File: src/common/alu_pkg.sv
// Shared constants, types and helpers of the accumulator logic unit
package alu_pkg;

  // ----------------------------------------------------------------
  // Register map (byte addresses on the AXI4-Lite slave)
  // ----------------------------------------------------------------
  localparam logic [7:0] ALU_OFS_ACC = 8'h00;
  localparam logic [7:0] ALU_OFS_OPA = 8'h04;
  localparam logic [7:0] ALU_OFS_OPB = 8'h08;
  localparam logic [7:0] ALU_OFS_RUN_START = 8'h0c;
  localparam logic [7:0] ALU_OFS_RUN_COUNT = 8'h10;
  localparam logic [7:0] ALU_OFS_CMD = 8'h14;
  localparam logic [7:0] ALU_OFS_STACK = 8'h18;
  localparam logic [7:0] ALU_OFS_FLAGS = 8'h1c;
  localparam logic [7:0] ALU_OFS_IRQ_STS = 8'h20;
  localparam logic [7:0] ALU_OFS_IRQ_MASK = 8'h24;
  localparam logic [7:0] ALU_OFS_STACK_DEPTH = 8'h28;
  localparam logic [7:0] ALU_OFS_BITMEM = 8'h80;

  // ----------------------------------------------------------------
  // Field positions and reset values
  // ----------------------------------------------------------------
  localparam int ALU_FLAG_ZERO_BIT = 0;
  localparam int ALU_FLAG_NEG_BIT = 1;
  localparam int ALU_FLAG_ERR_BIT = 2;
  localparam int ALU_IRQ_DONE_BIT = 0;
  localparam int ALU_IRQ_ERR_BIT = 1;
  localparam logic [31:0] ALU_ACC_RST = 32'h0000_0000;
  localparam logic [31:0] ALU_OPND_RST = 32'h0000_0000;
  localparam logic [9:0] ALU_START_RST = 10'h000;
  localparam logic [5:0] ALU_COUNT_RST = 6'h01;
  localparam logic [1:0] ALU_IRQ_MASK_RST = 2'h0;

  // ----------------------------------------------------------------
  // Sizes and limits
  // ----------------------------------------------------------------
  localparam int ALU_STACK_LEVELS = 8;
  localparam int ALU_BITMEM_WORDS = 32;
  localparam logic [5:0] ALU_RUN_MIN = 6'h01;
  localparam logic [5:0] ALU_RUN_MAX = 6'h20;
  localparam logic [1:0] ALU_RESP_OKAY = 2'h0;
  localparam logic [1:0] ALU_RESP_SLVERR = 2'h2;

  // ----------------------------------------------------------------
  // Operation codes written to the command register
  // ----------------------------------------------------------------
  typedef enum logic [2:0]
  {
    ALU_OP_NONE = 3'h0,
    ALU_OP_OR_WORD = 3'h1,
    ALU_OP_OR_DOUBLE_WORD = 3'h2,
    ALU_OP_OR_BIT_RUN = 3'h3,
    ALU_OP_OR_STACK_TOP = 3'h4,
    ALU_OP_AND_BIT_RUN = 3'h5,
    ALU_OP_AND_STACK_TOP = 3'h6
  } alu_op_type;

  // Discrete run selection
  typedef struct packed
  {
    logic [9:0] start;
    logic [5:0] count;
  } alu_run_sel_type;

  // Result flags
  typedef struct packed
  {
    logic result_negative_flag;
    logic result_zero_flag;
  } alu_flags_type;

  // Merge a write word into a register under AXI byte strobes
  function automatic logic [31:0] alu_apply_strb(input logic [31:0] old_val,
                                                 input logic [31:0] new_val,
                                                 input logic [3:0] strb);
    logic [31:0] res;
    res = old_val;
    for (int i = 0; i < 4; i++)
    begin
      if (strb[i])
      begin
        res[i*8 +: 8] = new_val[i*8 +: 8];
      end
    end
    return res;
  endfunction

endpackage

File: src/alu_bit_run.sv
// Discrete bit memory with a gather port for runs of 1 to 32 bits
`timescale 1ns/1ns
module alu_bit_run
(
  input wire logic clk_sys,
  input wire logic rstn,
  input wire logic wr_en,
  input wire logic [4:0] wr_idx,
  input wire logic [31:0] wr_data,
  input wire logic [3:0] wr_strb,
  input wire logic [4:0] rd_idx,
  output logic [31:0] rd_data,
  input wire alu_pkg::alu_run_sel_type sel,
  output logic [31:0] run
);
  import alu_pkg::*;

  typedef struct packed
  {
    logic [ALU_BITMEM_WORDS-1:0][31:0] mem;
  } alu_bitmem_state_type;

  alu_bitmem_state_type s_q;
  alu_bitmem_state_type s_d;
  logic [4:0] lo_idx;
  logic [4:0] hi_idx;
  logic [63:0] window;
  logic [31:0] mask;

  // ----------------------------------------------------------------
  // Word writes from the register bus
  // ----------------------------------------------------------------
  always_comb
  begin
    s_d = s_q;
    if (wr_en)
    begin
      s_d.mem[wr_idx] = alu_apply_strb(s_q.mem[wr_idx], wr_data, wr_strb);
    end
  end

  always_ff @(posedge clk_sys or negedge rstn)
  begin
    if (!rstn)
    begin
      s_q <= '0;
    end
    else
    begin
      s_q <= s_d;
    end
  end

  // ----------------------------------------------------------------
  // Gather: start bit lands on bit 0, later bits climb upward
  // ----------------------------------------------------------------
  always_comb
  begin
    lo_idx = sel.start[9:5];
    hi_idx = lo_idx + 5'h01; // Wraps at the top of memory
    window = {s_q.mem[hi_idx], s_q.mem[lo_idx]} >> sel.start[4:0];
    if (sel.count >= ALU_RUN_MAX)
    begin
      mask = 32'hffff_ffff;
    end
    else
    begin
      mask = ~(32'hffff_ffff << sel.count[4:0]);
    end
    run = window[31:0] & mask;
    rd_data = s_q.mem[rd_idx];
  end

endmodule

File: src/alu_stack.sv
// Accumulator stack: push from software, pop moves every level up
`timescale 1ns/1ns
module alu_stack
(
  input wire logic clk_sys,
  input wire logic rstn,
  input wire logic push,
  input wire logic [31:0] push_data,
  input wire logic pop,
  output logic [31:0] top,
  output logic [3:0] depth
);
  import alu_pkg::*;

  typedef struct packed
  {
    logic [ALU_STACK_LEVELS-1:0][31:0] lvl;
    logic [3:0] depth;
  } alu_stack_state_type;

  alu_stack_state_type s_q;
  alu_stack_state_type s_d;

  // ----------------------------------------------------------------
  // Level 0 is the top; a push when full drops the bottom level
  // ----------------------------------------------------------------
  always_comb
  begin
    s_d = s_q;
    if (pop && s_q.depth != 4'h0)
    begin
      for (int i = 0; i < ALU_STACK_LEVELS - 1; i++)
      begin
        s_d.lvl[i] = s_q.lvl[i+1];
      end
      s_d.lvl[ALU_STACK_LEVELS-1] = '0;
      s_d.depth = s_q.depth - 4'h1;
    end
    else if (push)
    begin
      for (int i = ALU_STACK_LEVELS - 1; i > 0; i--)
      begin
        s_d.lvl[i] = s_q.lvl[i-1];
      end
      s_d.lvl[0] = push_data;
      if (s_q.depth != 4'(ALU_STACK_LEVELS))
      begin
        s_d.depth = s_q.depth + 4'h1;
      end
    end
  end

  always_ff @(posedge clk_sys or negedge rstn)
  begin
    if (!rstn)
    begin
      s_q <= '0;
    end
    else
    begin
      s_q <= s_d;
    end
  end

  assign top = s_q.lvl[0];
  assign depth = s_q.depth;

endmodule

File: src/alu_top.sv
// Accumulator logic unit with AXI4-Lite register access
`timescale 1ns/1ns
// ------------------------------------------------------------------
// Function
// - AND of the accumulator with a run of 1 to 32 discrete bits.
// - A run is given by a start bit address and a count of 1 to 32.
// - The zero flag follows whether the new accumulator is zero.
// - Double, run and stack forms set the negative flag from bit 31.
// - A flag holds until the next operation that writes that flag.
// - AND with stack And_stack_top all 32 bits with the top stack level.
// - A stack form drops the top level and moves the rest up one.
// - Single-word OR merges one 16-bit word into the low accumulator half.
// - Single-word OR writes the zero flag only, never the negative flag.
// - Double OR ORs all 32 bits with a two-word or constant operand.
// - OR of the accumulator with a run of 1 to 32 discrete bits.
// - OR with stack ORs all 32 bits with the top stack level.
// ------------------------------------------------------------------
module alu_top
(
  input wire logic clk_sys,
  input wire logic rstn,
  input wire logic [7:0] s_axi_awaddr,
  input wire logic s_axi_awvalid,
  output logic s_axi_awready,
  input wire logic [31:0] s_axi_wdata,
  input wire logic [3:0] s_axi_wstrb,
  input wire logic s_axi_wvalid,
  output logic s_axi_wready,
  output logic [1:0] s_axi_bresp,
  output logic s_axi_bvalid,
  input wire logic s_axi_bready,
  input wire logic [7:0] s_axi_araddr,
  input wire logic s_axi_arvalid,
  output logic s_axi_arready,
  output logic [31:0] s_axi_rdata,
  output logic [1:0] s_axi_rresp,
  output logic s_axi_rvalid,
  input wire logic s_axi_rready,
  output logic irq
);
  import alu_pkg::*;

  typedef struct packed
  {
    logic [31:0] acc;
    logic [31:0] opa;
    logic [31:0] opb;
    alu_run_sel_type run_sel;
    alu_flags_type flags;
    logic err;
    logic [1:0] irq_sts;
    logic [1:0] irq_mask;
    logic bvalid;
    logic [1:0] bresp;
    logic rvalid;
    logic [1:0] rresp;
    logic [31:0] rdata;
  } alu_top_state_type;

  alu_top_state_type s_q;
  alu_top_state_type s_d;

  logic wr_go;
  logic rd_go;
  logic wr_bitmem;
  logic rd_bitmem;
  logic [7:0] wa;
  logic [7:0] ra;
  logic [31:0] bit_rd_data;
  logic [31:0] run_bits;
  logic [31:0] stack_top;
  logic [3:0] stack_depth;
  logic stack_push;
  logic stack_pop;
  logic [31:0] res;
  logic run_ok;
  logic op_start;
  logic op_done;
  logic op_err;
  logic upd_neg;
  logic [1:0] irq_set;
  logic [1:0] irq_clr;
  alu_op_type op;

  // ----------------------------------------------------------------
  // Leaf blocks
  // ----------------------------------------------------------------
  alu_bit_run u_bit_run
  (
    .clk_sys(clk_sys),
    .rstn(rstn),
    .wr_en(wr_bitmem),
    .wr_idx(wa[6:2]),
    .wr_data(s_axi_wdata),
    .wr_strb(s_axi_wstrb),
    .rd_idx(ra[6:2]),
    .rd_data(bit_rd_data),
    .sel(s_q.run_sel),
    .run(run_bits)
  );

  alu_stack u_stack
  (
    .clk_sys(clk_sys),
    .rstn(rstn),
    .push(stack_push),
    .push_data(s_axi_wdata),
    .pop(stack_pop),
    .top(stack_top),
    .depth(stack_depth)
  );

  // ----------------------------------------------------------------
  // Bus handshakes: a write is taken only with address and data together
  // ----------------------------------------------------------------
  assign wa = {s_axi_awaddr[7:2], 2'b00};
  assign ra = {s_axi_araddr[7:2], 2'b00};
  assign wr_go = s_axi_awvalid && s_axi_wvalid && !s_q.bvalid;
  assign rd_go = s_axi_arvalid && !s_q.rvalid;
  assign s_axi_awready = wr_go;
  assign s_axi_wready = wr_go;
  assign s_axi_arready = !s_q.rvalid;
  assign wr_bitmem = wr_go && wa[7];
  assign rd_bitmem = ra[7];
  assign stack_push = wr_go && wa == ALU_OFS_STACK;
  assign op_start = wr_go && wa == ALU_OFS_CMD;
  assign op = alu_op_type'(s_axi_wdata[2:0]);
  assign run_ok = s_q.run_sel.count >= ALU_RUN_MIN && s_q.run_sel.count <= ALU_RUN_MAX;

  // ----------------------------------------------------------------
  // Datapath: the command write itself runs the operation
  // ----------------------------------------------------------------
  always_comb
  begin
    res = s_q.acc;
    upd_neg = 1'b1;
    op_done = 1'b0;
    op_err = 1'b0;
    stack_pop = 1'b0;
    if (op_start)
    begin
      case (op)
        ALU_OP_OR_WORD:
        begin
          res = s_q.acc | {16'h0000, s_q.opa[15:0]};
          upd_neg = 1'b0;
          op_done = 1'b1;
        end
        ALU_OP_OR_DOUBLE_WORD:
        begin
          res = s_q.acc | s_q.opa;
          op_done = 1'b1;
        end
        ALU_OP_OR_BIT_RUN:
        begin
          res = s_q.acc | run_bits;
          op_done = run_ok;
          op_err = !run_ok;
        end
        ALU_OP_AND_BIT_RUN:
        begin
          res = s_q.acc & run_bits;
          op_done = run_ok;
          op_err = !run_ok;
        end
        ALU_OP_OR_STACK_TOP:
        begin
          res = s_q.acc | stack_top;
          op_done = stack_depth != 4'h0;
          op_err = stack_depth == 4'h0;
          stack_pop = op_done;
        end
        ALU_OP_AND_STACK_TOP:
        begin
          res = s_q.acc & stack_top;
          op_done = stack_depth != 4'h0;
          op_err = stack_depth == 4'h0;
          stack_pop = op_done;
        end
        default:
        begin
          op_err = 1'b1;
        end
      endcase
    end
  end

  // ----------------------------------------------------------------
  // Register file, flags and interrupt status
  // ----------------------------------------------------------------
  always_comb
  begin
    s_d = s_q;
    irq_set = {op_err, op_done};
    irq_clr = 2'b00;
    // Register writes
    if (wr_go)
    begin
      s_d.bvalid = 1'b1;
      s_d.bresp = ALU_RESP_OKAY;
      case (wa)
        ALU_OFS_ACC: s_d.acc = alu_apply_strb(s_q.acc, s_axi_wdata, s_axi_wstrb);
        ALU_OFS_OPA: s_d.opa = alu_apply_strb(s_q.opa, s_axi_wdata, s_axi_wstrb);
        ALU_OFS_OPB: s_d.opb = alu_apply_strb(s_q.opb, s_axi_wdata, s_axi_wstrb);
        ALU_OFS_RUN_START: s_d.run_sel.start = s_axi_wdata[9:0];
        ALU_OFS_RUN_COUNT: s_d.run_sel.count = s_axi_wdata[5:0];
        ALU_OFS_IRQ_MASK: s_d.irq_mask = s_axi_wdata[1:0];
        ALU_OFS_CMD, ALU_OFS_STACK:
        begin
          s_d.bresp = ALU_RESP_OKAY;
        end
        default:
        begin
          if (!wa[7])
          begin
            s_d.bresp = ALU_RESP_SLVERR;
          end
        end
      endcase
    end
    else if (s_q.bvalid && s_axi_bready)
    begin
      s_d.bvalid = 1'b0;
    end
    // Operation results; flags change only on operations that write them
    if (op_done)
    begin
      s_d.acc = res;
      s_d.flags.result_zero_flag = res == 32'h0000_0000;
      if (upd_neg)
      begin
        s_d.flags.result_negative_flag = res[31];
      end
      s_d.err = 1'b0;
    end
    if (op_err)
    begin
      s_d.err = 1'b1; // Accumulator and flags left as they were
    end
    // Register reads
    if (rd_go)
    begin
      s_d.rvalid = 1'b1;
      s_d.rresp = ALU_RESP_OKAY;
      s_d.rdata = 32'h0000_0000;
      if (rd_bitmem)
      begin
        s_d.rdata = bit_rd_data;
      end
      else
      begin
        case (ra)
          ALU_OFS_ACC: s_d.rdata = s_q.acc;
          ALU_OFS_OPA: s_d.rdata = s_q.opa;
          ALU_OFS_OPB: s_d.rdata = s_q.opb;
          ALU_OFS_RUN_START: s_d.rdata = {22'h000000, s_q.run_sel.start};
          ALU_OFS_RUN_COUNT: s_d.rdata = {26'h0000000, s_q.run_sel.count};
          ALU_OFS_CMD: s_d.rdata = 32'h0000_0000;
          ALU_OFS_STACK: s_d.rdata = stack_top;
          ALU_OFS_FLAGS: s_d.rdata = {29'h00000000, s_q.err, s_q.flags};
          ALU_OFS_IRQ_STS:
          begin
            s_d.rdata = {30'h00000000, s_q.irq_sts};
            irq_clr = 2'b11; // Clear on read
          end
          ALU_OFS_IRQ_MASK: s_d.rdata = {30'h00000000, s_q.irq_mask};
          ALU_OFS_STACK_DEPTH: s_d.rdata = {28'h0000000, stack_depth};
          default: s_d.rresp = ALU_RESP_SLVERR;
        endcase
      end
    end
    else if (s_q.rvalid && s_axi_rready)
    begin
      s_d.rvalid = 1'b0;
    end
    // A new event beats a read clear in the same cycle
    s_d.irq_sts = (s_q.irq_sts & ~irq_clr) | irq_set;
  end

  // ----------------------------------------------------------------
  // State register
  // ----------------------------------------------------------------
  always_ff @(posedge clk_sys or negedge rstn)
  begin
    if (!rstn)
    begin
      s_q <= '0;
      s_q.acc <= ALU_ACC_RST;
      s_q.opa <= ALU_OPND_RST;
      s_q.opb <= ALU_OPND_RST;
      s_q.run_sel.start <= ALU_START_RST;
      s_q.run_sel.count <= ALU_COUNT_RST;
      s_q.irq_mask <= ALU_IRQ_MASK_RST;
    end
    else
    begin
      s_q <= s_d;
    end
  end

  // ----------------------------------------------------------------
  // Outputs
  // ----------------------------------------------------------------
  assign s_axi_bvalid = s_q.bvalid;
  assign s_axi_bresp = s_q.bresp;
  assign s_axi_rvalid = s_q.rvalid;
  assign s_axi_rresp = s_q.rresp;
  assign s_axi_rdata = s_q.rdata;
  assign irq = |(s_q.irq_sts & s_q.irq_mask); // Level, high while unmasked bit set

endmodule

File: config.mk
export PLATFORM = sky130hd
export DESIGN_NAME = alu_top
export DESIGN_NICKNAME = d
export VERILOG_FILES = /design/src/common/alu_pkg.sv /design/src/alu_bit_run.sv /design/src/alu_stack.sv /design/src/alu_top.sv
export SDC_FILE = /design/constraint.sdc
export NUM_CORES = 2
export LEC_CHECK = 0
export ABC_CLOCK_PERIOD_IN_PS = 13040
export BUFFER_PORTS_ARGS = -buffer_cell sky130_fd_sc_hd__buf_4
export CELL_PAD_IN_SITES_DETAIL_PLACEMENT = 0
export CELL_PAD_IN_SITES_GLOBAL_PLACEMENT = 2
export CORE_MARGIN = 2
export CORE_UTILIZATION = 49
export DETAILED_ROUTE_END_ITERATION = 10
export GPL_ROUTABILITY_DRIVEN = 0
export MAX_ROUTING_LAYER = met4
export PLACE_DENSITY = 0.89
export SYNTH_ARGS = -nofsm -noshare
export SYNTH_HDL_FRONTEND = slang
export SYNTH_SLANG_ARGS = --single-unit
export TNS_END_PERCENT = 30
File: constraint.sdc
create_clock -name clk_sys -period 13.04 [get_ports clk_sys]
set_input_delay 2.608 -clock clk_sys [delete_from_list [all_inputs] [get_ports clk_sys]]
set_output_delay 2.608 -clock clk_sys [all_outputs]
set_load 0.05 [all_outputs]
# After elaboration in Yosys (flattened, before gate mapping)
# Index checks and enable logic that the tools add are counted.
[classes]
n_reduce_logical = 53
eq_ne = 24
addsub = 3
shift = 2
bitwise = 12
n_lt_le_gt_ge = 8
n_mux = 67
[ops]
columns = ["op", "count"]
rows = [
  ["1024-bit bitwise mux", 1],
  ["32-bit binary-select mux with 5-bit select", 4],
  ["260-bit 2-to-1 mux", 2],
  ["32-bit 2-to-1 mux", 12],
  ["32-bit case mux with 10 select lines", 1],
  ["32-bit case mux with 6 select lines", 1],
  ["32-bit demux with 5-bit select", 1],
  ["8-bit 2-to-1 mux", 20],
  ["112-bit 2-to-1 mux", 1],
  ["32-bit bitwise AND", 3],
  ["32-bit bitwise OR", 3],
  ["64-bit by 5-bit >> shifter with 32-bit output", 1],
  ["6-bit by 3-bit == test with 1-bit output, second input constant", 7],
  ["3-bit AND reduction", 12],
  ["32-bit zero test", 1],
  ["32-bit NOT", 1],
  ["32-bit by 16-bit bitwise OR with 32-bit output", 1],
  ["32-bit by 5-bit << shifter with 32-bit output, first input constant", 1],
  ["6-bit by 2-bit == test with 1-bit output, second input constant", 4],
  ["6-bit by 4-bit == test with 1-bit output, second input constant", 4],
  ["5-bit by 6-bit < comparator with 1-bit output, second input constant", 4],
  ["2-bit nonzero test", 11],
  ["8-bit zero test", 2],
  ["2-bit 2-to-1 mux", 7],
  ["other kinds (28)", 64],
]
[word_totals]
out_inout_bits = 42
reg_bits = 1441
word_cells = 234
inputBits = 59

# Depth between registers and ports, before layout
[depth]
ltp_word = 9
depth_mapped = 21
ltp_nobuf = 14

# Hierarchy
# A second synthesis with hierarchy kept.
[unflattened]
hier_cells = 9000
hier_area_um2 = 96854.1
[by_module_without_submodules]
columns = ["module", "area_per_inst_um2", "n_inst", "seq_area_each_um2", "cells_each"]
rows = [
  ["alu_bit_run", 75229.7, 1, 25624.6, 6798],
  ["alu_stack", 11947.7, 1, 6506.2, 1138],
  ["alu_top", 9676.8, 1, 3880.0, 1064],
]

# Worst setup path before layout
# No wires, ideal clock.
[synth_timing]
kind = "input port to output port"
startpoint = "in s_axi_awvalid"
endpoint = "out s_axi_wready"
path_slack_ns = 6.553
stages = 4
required_time_ns = 10.432
path_buffers = 2
arrival_time_ns = 3.879
path_cell_list = "nand3_1 > inv_2 > clkbuf_1 > buf_4"
[synth_between]
elab_chain_cells = 2
[synth_rtl]
columns = ["element", "line_no", "text"]
rows = [
  ["from (decl)", "alu_top.sv:23", "input wire logic s_axi_awvalid,"],
  ["1-bit logical AND (2 in a row)", "alu_top.sv:118", "assign wr_go = s_axi_awvalid && s_axi_wvalid && !s_q.bvalid;"],
  ["to (decl)", "alu_top.sv:28", "output logic s_axi_wready,"],
]
# No other way between the ends.

# Worst setup path in the final report
[layout_timing]
startpoint = "reg s_q[58] (netlist name)"
endpoint = "reg s_q[43] (netlist name)"
[layout_between]
elab_chain_cells = 9
word_cells_on_any_way = 12
classes_between = "add/sub: 1; shift: 1; mux: 6; bitwise: 3; reduce/logical: 1"
[layout_rtl]
columns = ["element", "line_no", "text"]
rows = [
  ["from (decl)", "alu_top.sv:60", "alu_top_state_type s_q;"],
  ["5-bit by 1-bit adder with 5-bit output", "alu_bit_run.sv:60", "hi_idx = lo_idx + 5'h01;"],
  ["32-bit binary-select mux with 5-bit select", "alu_bit_run.sv:61", "window = {s_q.mem[hi_idx], s_q.mem[lo_idx]} >> sel.start[4:0];"],
  ["32-bit 2-to-1 mux (not written as such)", "alu_bit_run.sv:61", ""],
  ["64-bit by 5-bit >> shifter with 32-bit output (*)", "alu_bit_run.sv:61", ""],
  ["32-bit bitwise AND (*)", "alu_bit_run.sv:70", "run = window[31:0] & mask;"],
  ["32-bit bitwise AND / 32-bit bitwise OR (equally long branches)", "alu_top.sv:162, alu_top.sv:156", ""],
  ["32-bit case mux with 6 select lines (*)", "alu_top.sv:142", "case (op)"],
  ["32-bit 2-to-1 mux (*)", "alu_top.sv:140", "if (op_start)"],
  ["32-bit zero test (*)", "alu_top.sv:229", "s_d.flags.result_zero_flag = res == 32'h0000_0000;"],
]
# Mark *: on every way between the ends. The rest lies on a longest branch, timed or not. The select of a mux whose other input is x is not followed.
# A chain may end at the register's enable or synchronous reset.

==> impl_metrics.env <==
export IMPL_critical_path_class="register to register"
export IMPL_fill_cells=16600
export IMPL_ys_types=98
export IMPL_synth_seq_area_share_pct=37.3
export IMPL_slew_headroom_pct=-2.50
export IMPL_violations="max-capacitance violations, max-slew violations"
export IMPL_cp_max_fo=23
export IMPL_firstDrtPassIters=8
export IMPL_ctsRootBufferMaster="clkbuf_16"
export IMPL_yosys_area_top_type="dfrtp_1"
export IMPL_ctsResizeCount=0
export IMPL_required_ns=13.86
export IMPL_via_per_inst=7.45
export IMPL_die_y_um=448
export IMPL_final_nets=7545
export IMPL_pin_count=101
export IMPL_synth_edf_count=0
export IMPL_maxCapViolations=1
export IMPL_post_place_cells=9953
export IMPL_post_route_min_period_ns=7.96
export IMPL_clk_latency_ns=0.87
export IMPL_ff2ff_path_depth=15
export IMPL_async_flop_share_pct=100
export IMPL_period_share_pct=61.0
export IMPL_outcome="complete, but fails checks"
export IMPL_hp_start="s_axi_rdata[7]"
export IMPL_rows=163
export IMPL_grtUsageTotal_pct=38.8
export IMPL_p_leak_uw=0.0441
export IMPL_grt_max_degree=169
export IMPL_fin_skew_ns=0.0505
export IMPL_final_max_slew_violation_count=7
export IMPL_initial_utilization_pct=49.2
export IMPL_hold_path_class="register to register"
export IMPL_r2r_setup_slack_ns=5.08
export IMPL_grt_pass1_vias=73900
export IMPL_area_growth_pct=8.48
export IMPL_cts_tree="done"
export IMPL_post_cts_buffers=0
export IMPL_layout_cells_non_filler=10300
export IMPL_routed_wl_um=380000
export IMPL_arrival_ns=8.78
export IMPL_fmax_ghz=0.126
export IMPL_hold_viol_final=0
export IMPL_synthTopCellsByArea="dfrtp_1 (37%), mux4_2 (25%), mux2_2 (14%), nand2_1 (3.8%), mux2i_1 (3.2%)"
export IMPL_htree_levels=4
export IMPL_die_w_um=448
export IMPL_rr_endpoint="s_q[43]"
export IMPL_worst_slew_pin_slew_ns=1.52
export IMPL_hold_buffers=0
export IMPL_route_detailed_drc=0
export IMPL_wl_per_cell_um=37.0
export IMPL_numCtsBuffers=167
export IMPL_ys_ff_latch=1439
export IMPL_synth_top_cell_area_share_pct=37.2
export IMPL_antenna_found_initial=16
export IMPL_grt_pass1_wl_um=543000
export IMPL_clk_pin_slew_ns=0.07
export IMPL_hold_end="s_axi_rdata[7]"
export IMPL_p_per_area_nw_per_um2=115
export IMPL_clk_path_buf_depth=3
export IMPL_tns_ns=0
export IMPL_synthFlopType="dfrtp_1"
export IMPL_yosys_warnings=0
export IMPL_setup_viol=0
export IMPL_hold_depth=2
export IMPL_dieArea_um2=201000
export IMPL_drtIter0Drc=12900
export IMPL_ant_nets=0
export IMPL_drive_gt1_share_pct=39.1
export IMPL_grt_setup_unrepaired="false"
export IMPL_r2r_start="s_q[58]"
export IMPL_worstSetupStartpointType="register"
export IMPL_synthCells=7853
export IMPL_overflow=0
export IMPL_vdd_drop_max_uv=151
export IMPL_io_buffers=94
export IMPL_syn_area_um2=96700
export IMPL_cts_sinks=1439
export IMPL_core_area_um2=197000
export IMPL_avgSynthCellArea_um2=12.3
export IMPL_endpoint_kind="register"
export IMPL_vias=76600
export IMPL_dp_hpwl_um=238000
metal layers:
| metal | global-route usage [%] | vias up | part of all wire, % |
|---|---|---|---|
| met5 | - | - | 0 |
| met4 | 22.7 | 0 | 7.0 |
| met3 | 15.4 | 1342 | 15 |
| met2 | 53.2 | 5905 | 42 |
| met1 | 48.3 | 39500 | 36 |
| li1 | - | 29800 | - |
final cells by class:
class	count	area, um2	area share, %
Clock buffer	235	4730	4.51
Antenna cell	18	45.0	0.0430
Clock inverter	73	998	0.952
Inverter	42	165	0.158
Sequential cell	1439	36000	34.4
Multi-Input combinational cell	5530	57100	54.4
Timing Repair Buffer	302	2500	2.38
Tap cell	2640	3300	3.15
cells in the mapped netlist (23+ instances only):
library cell	number
o21ai_0	196
and3_1	29
o22ai_1	87
a21oi_1	162
a41oi_1	27
buf_4	70
a221oi_1	43
nor2_1	358
dfrtp_1	1438
nor3_1	77
a222oi_1	23
nand2b_1	23
nand3_1	105
a32o_1	30
nand2_1	969
buf_2	88
mux2_2	1230
buf_1	108
a31oi_1	133
mux2i_1	306
inv_1	37
a32oi_1	24
a211oi_1	39
clkbuf_1	553
a22oi_1	204
mux4_2	1063
flip-flops by register name (all words and copies together), names as in the netlist, 4 cells and up:
| name | flops |
|---|---|
| s_q | 119 |
| u_stack.top | 32 |
| s_axi_rdata | 32 |
| u_stack.depth | 4 |
| u_bit_run.s_q | 1024 |
| u_stack.s_q | 224 |
critical path: stages (launching register included):
cell and delay [ns]:
dfrtp_2 0.52, buf_4 0.60, and3_1 0.56, mux2i_4 0.73, buf_4 0.35, or2_2 0.80, a32o_1 0.78, nor3_1 0.12
nor4_1 1.15, a21oi_1 0.19, o21a_1 0.25, o22a_1 0.28, or4_1 0.46, or4_1 0.48, nor4_1 0.41, a22o_1 0.19
through the flow:
| step | hold WS (ns) | instance area [um2] | power [uW] | util (%) | setup WS, ns |
|---|---|---|---|---|---|
| final | 0.484 | 105000 | 12100 | 53.3 | 5.08 |
| after global routing | 0.512 | 105000 | 12400 | 53.3 | 5.08 |
| after CTS | 0.486 | 105000 | 12000 | 53.3 | 5.33 |
| after detailed placement | 0.473 | 99100 | 7080 | 50.4 | 4.92 |
| after global placement | 0.468 | 99100 | 7040 | 50.4 | 4.87 |
| after floorplan | 0.450 | 96700 | 6270 | - | 6.55 |
report_power, final:
group | switching, uW | leakage, uW | internal (uW)
clock | 2070 | 0.00281 | 2900
sequential | 249 | 0.0198 | 4650
combinational | 1390 | 0.0215 | 818
placed cells by master (no fill, tap or decap), drive strengths merged, types with 80 or more instances in the layout:
cell type  synthesis  final
dfrtp           1438   1438
mux2            1230   1230
mux4            1069   1069
nand2            969    969
nor2             359    359
mux2i            308    308
buf              290    302
clkbuf           553    235
a22oi            204    204
o21ai            203    203
a21oi            162    162
a31oi            133    133
nand3            105    105
o22ai             87     87
nor3              80     80
worst max-delay path by stage:
stage	startpoint	to	slack (ns)	cells after the start
after floorplan	s_axi_awvalid	s_axi_wready	6.55	4
after global placement	s_axi_awaddr[4]	s_q[43]	4.87	15
after detailed placement	s_axi_awaddr[4]	s_q[43]	4.92	15
after CTS	s_q[57]	s_q[43]	5.33	16
after global routing	s_q[57]	s_q[43]	5.08	16
final	s_q[58]	s_q[43]	5.08	15
kinds of logic (layout without fill, tap and decap cells):
family                     count (synthesis)  after routing  synth area share (%)
muxes                                   2607           2607                  42.5
and+or+nand+nor                         1712           1712                  7.51
DFF                                     1439           1439                  37.3
AOI/OAI and AO/OA                       1198           1198                  8.61
buffers and inverters                    885            652                  4.02
xor gates and xnor gates                   6              6                0.0544
adders and majority gates                  5              5                0.0699
other                                      1             20               0.00388
No activity file was read; power rests on OpenSTA's default activity.
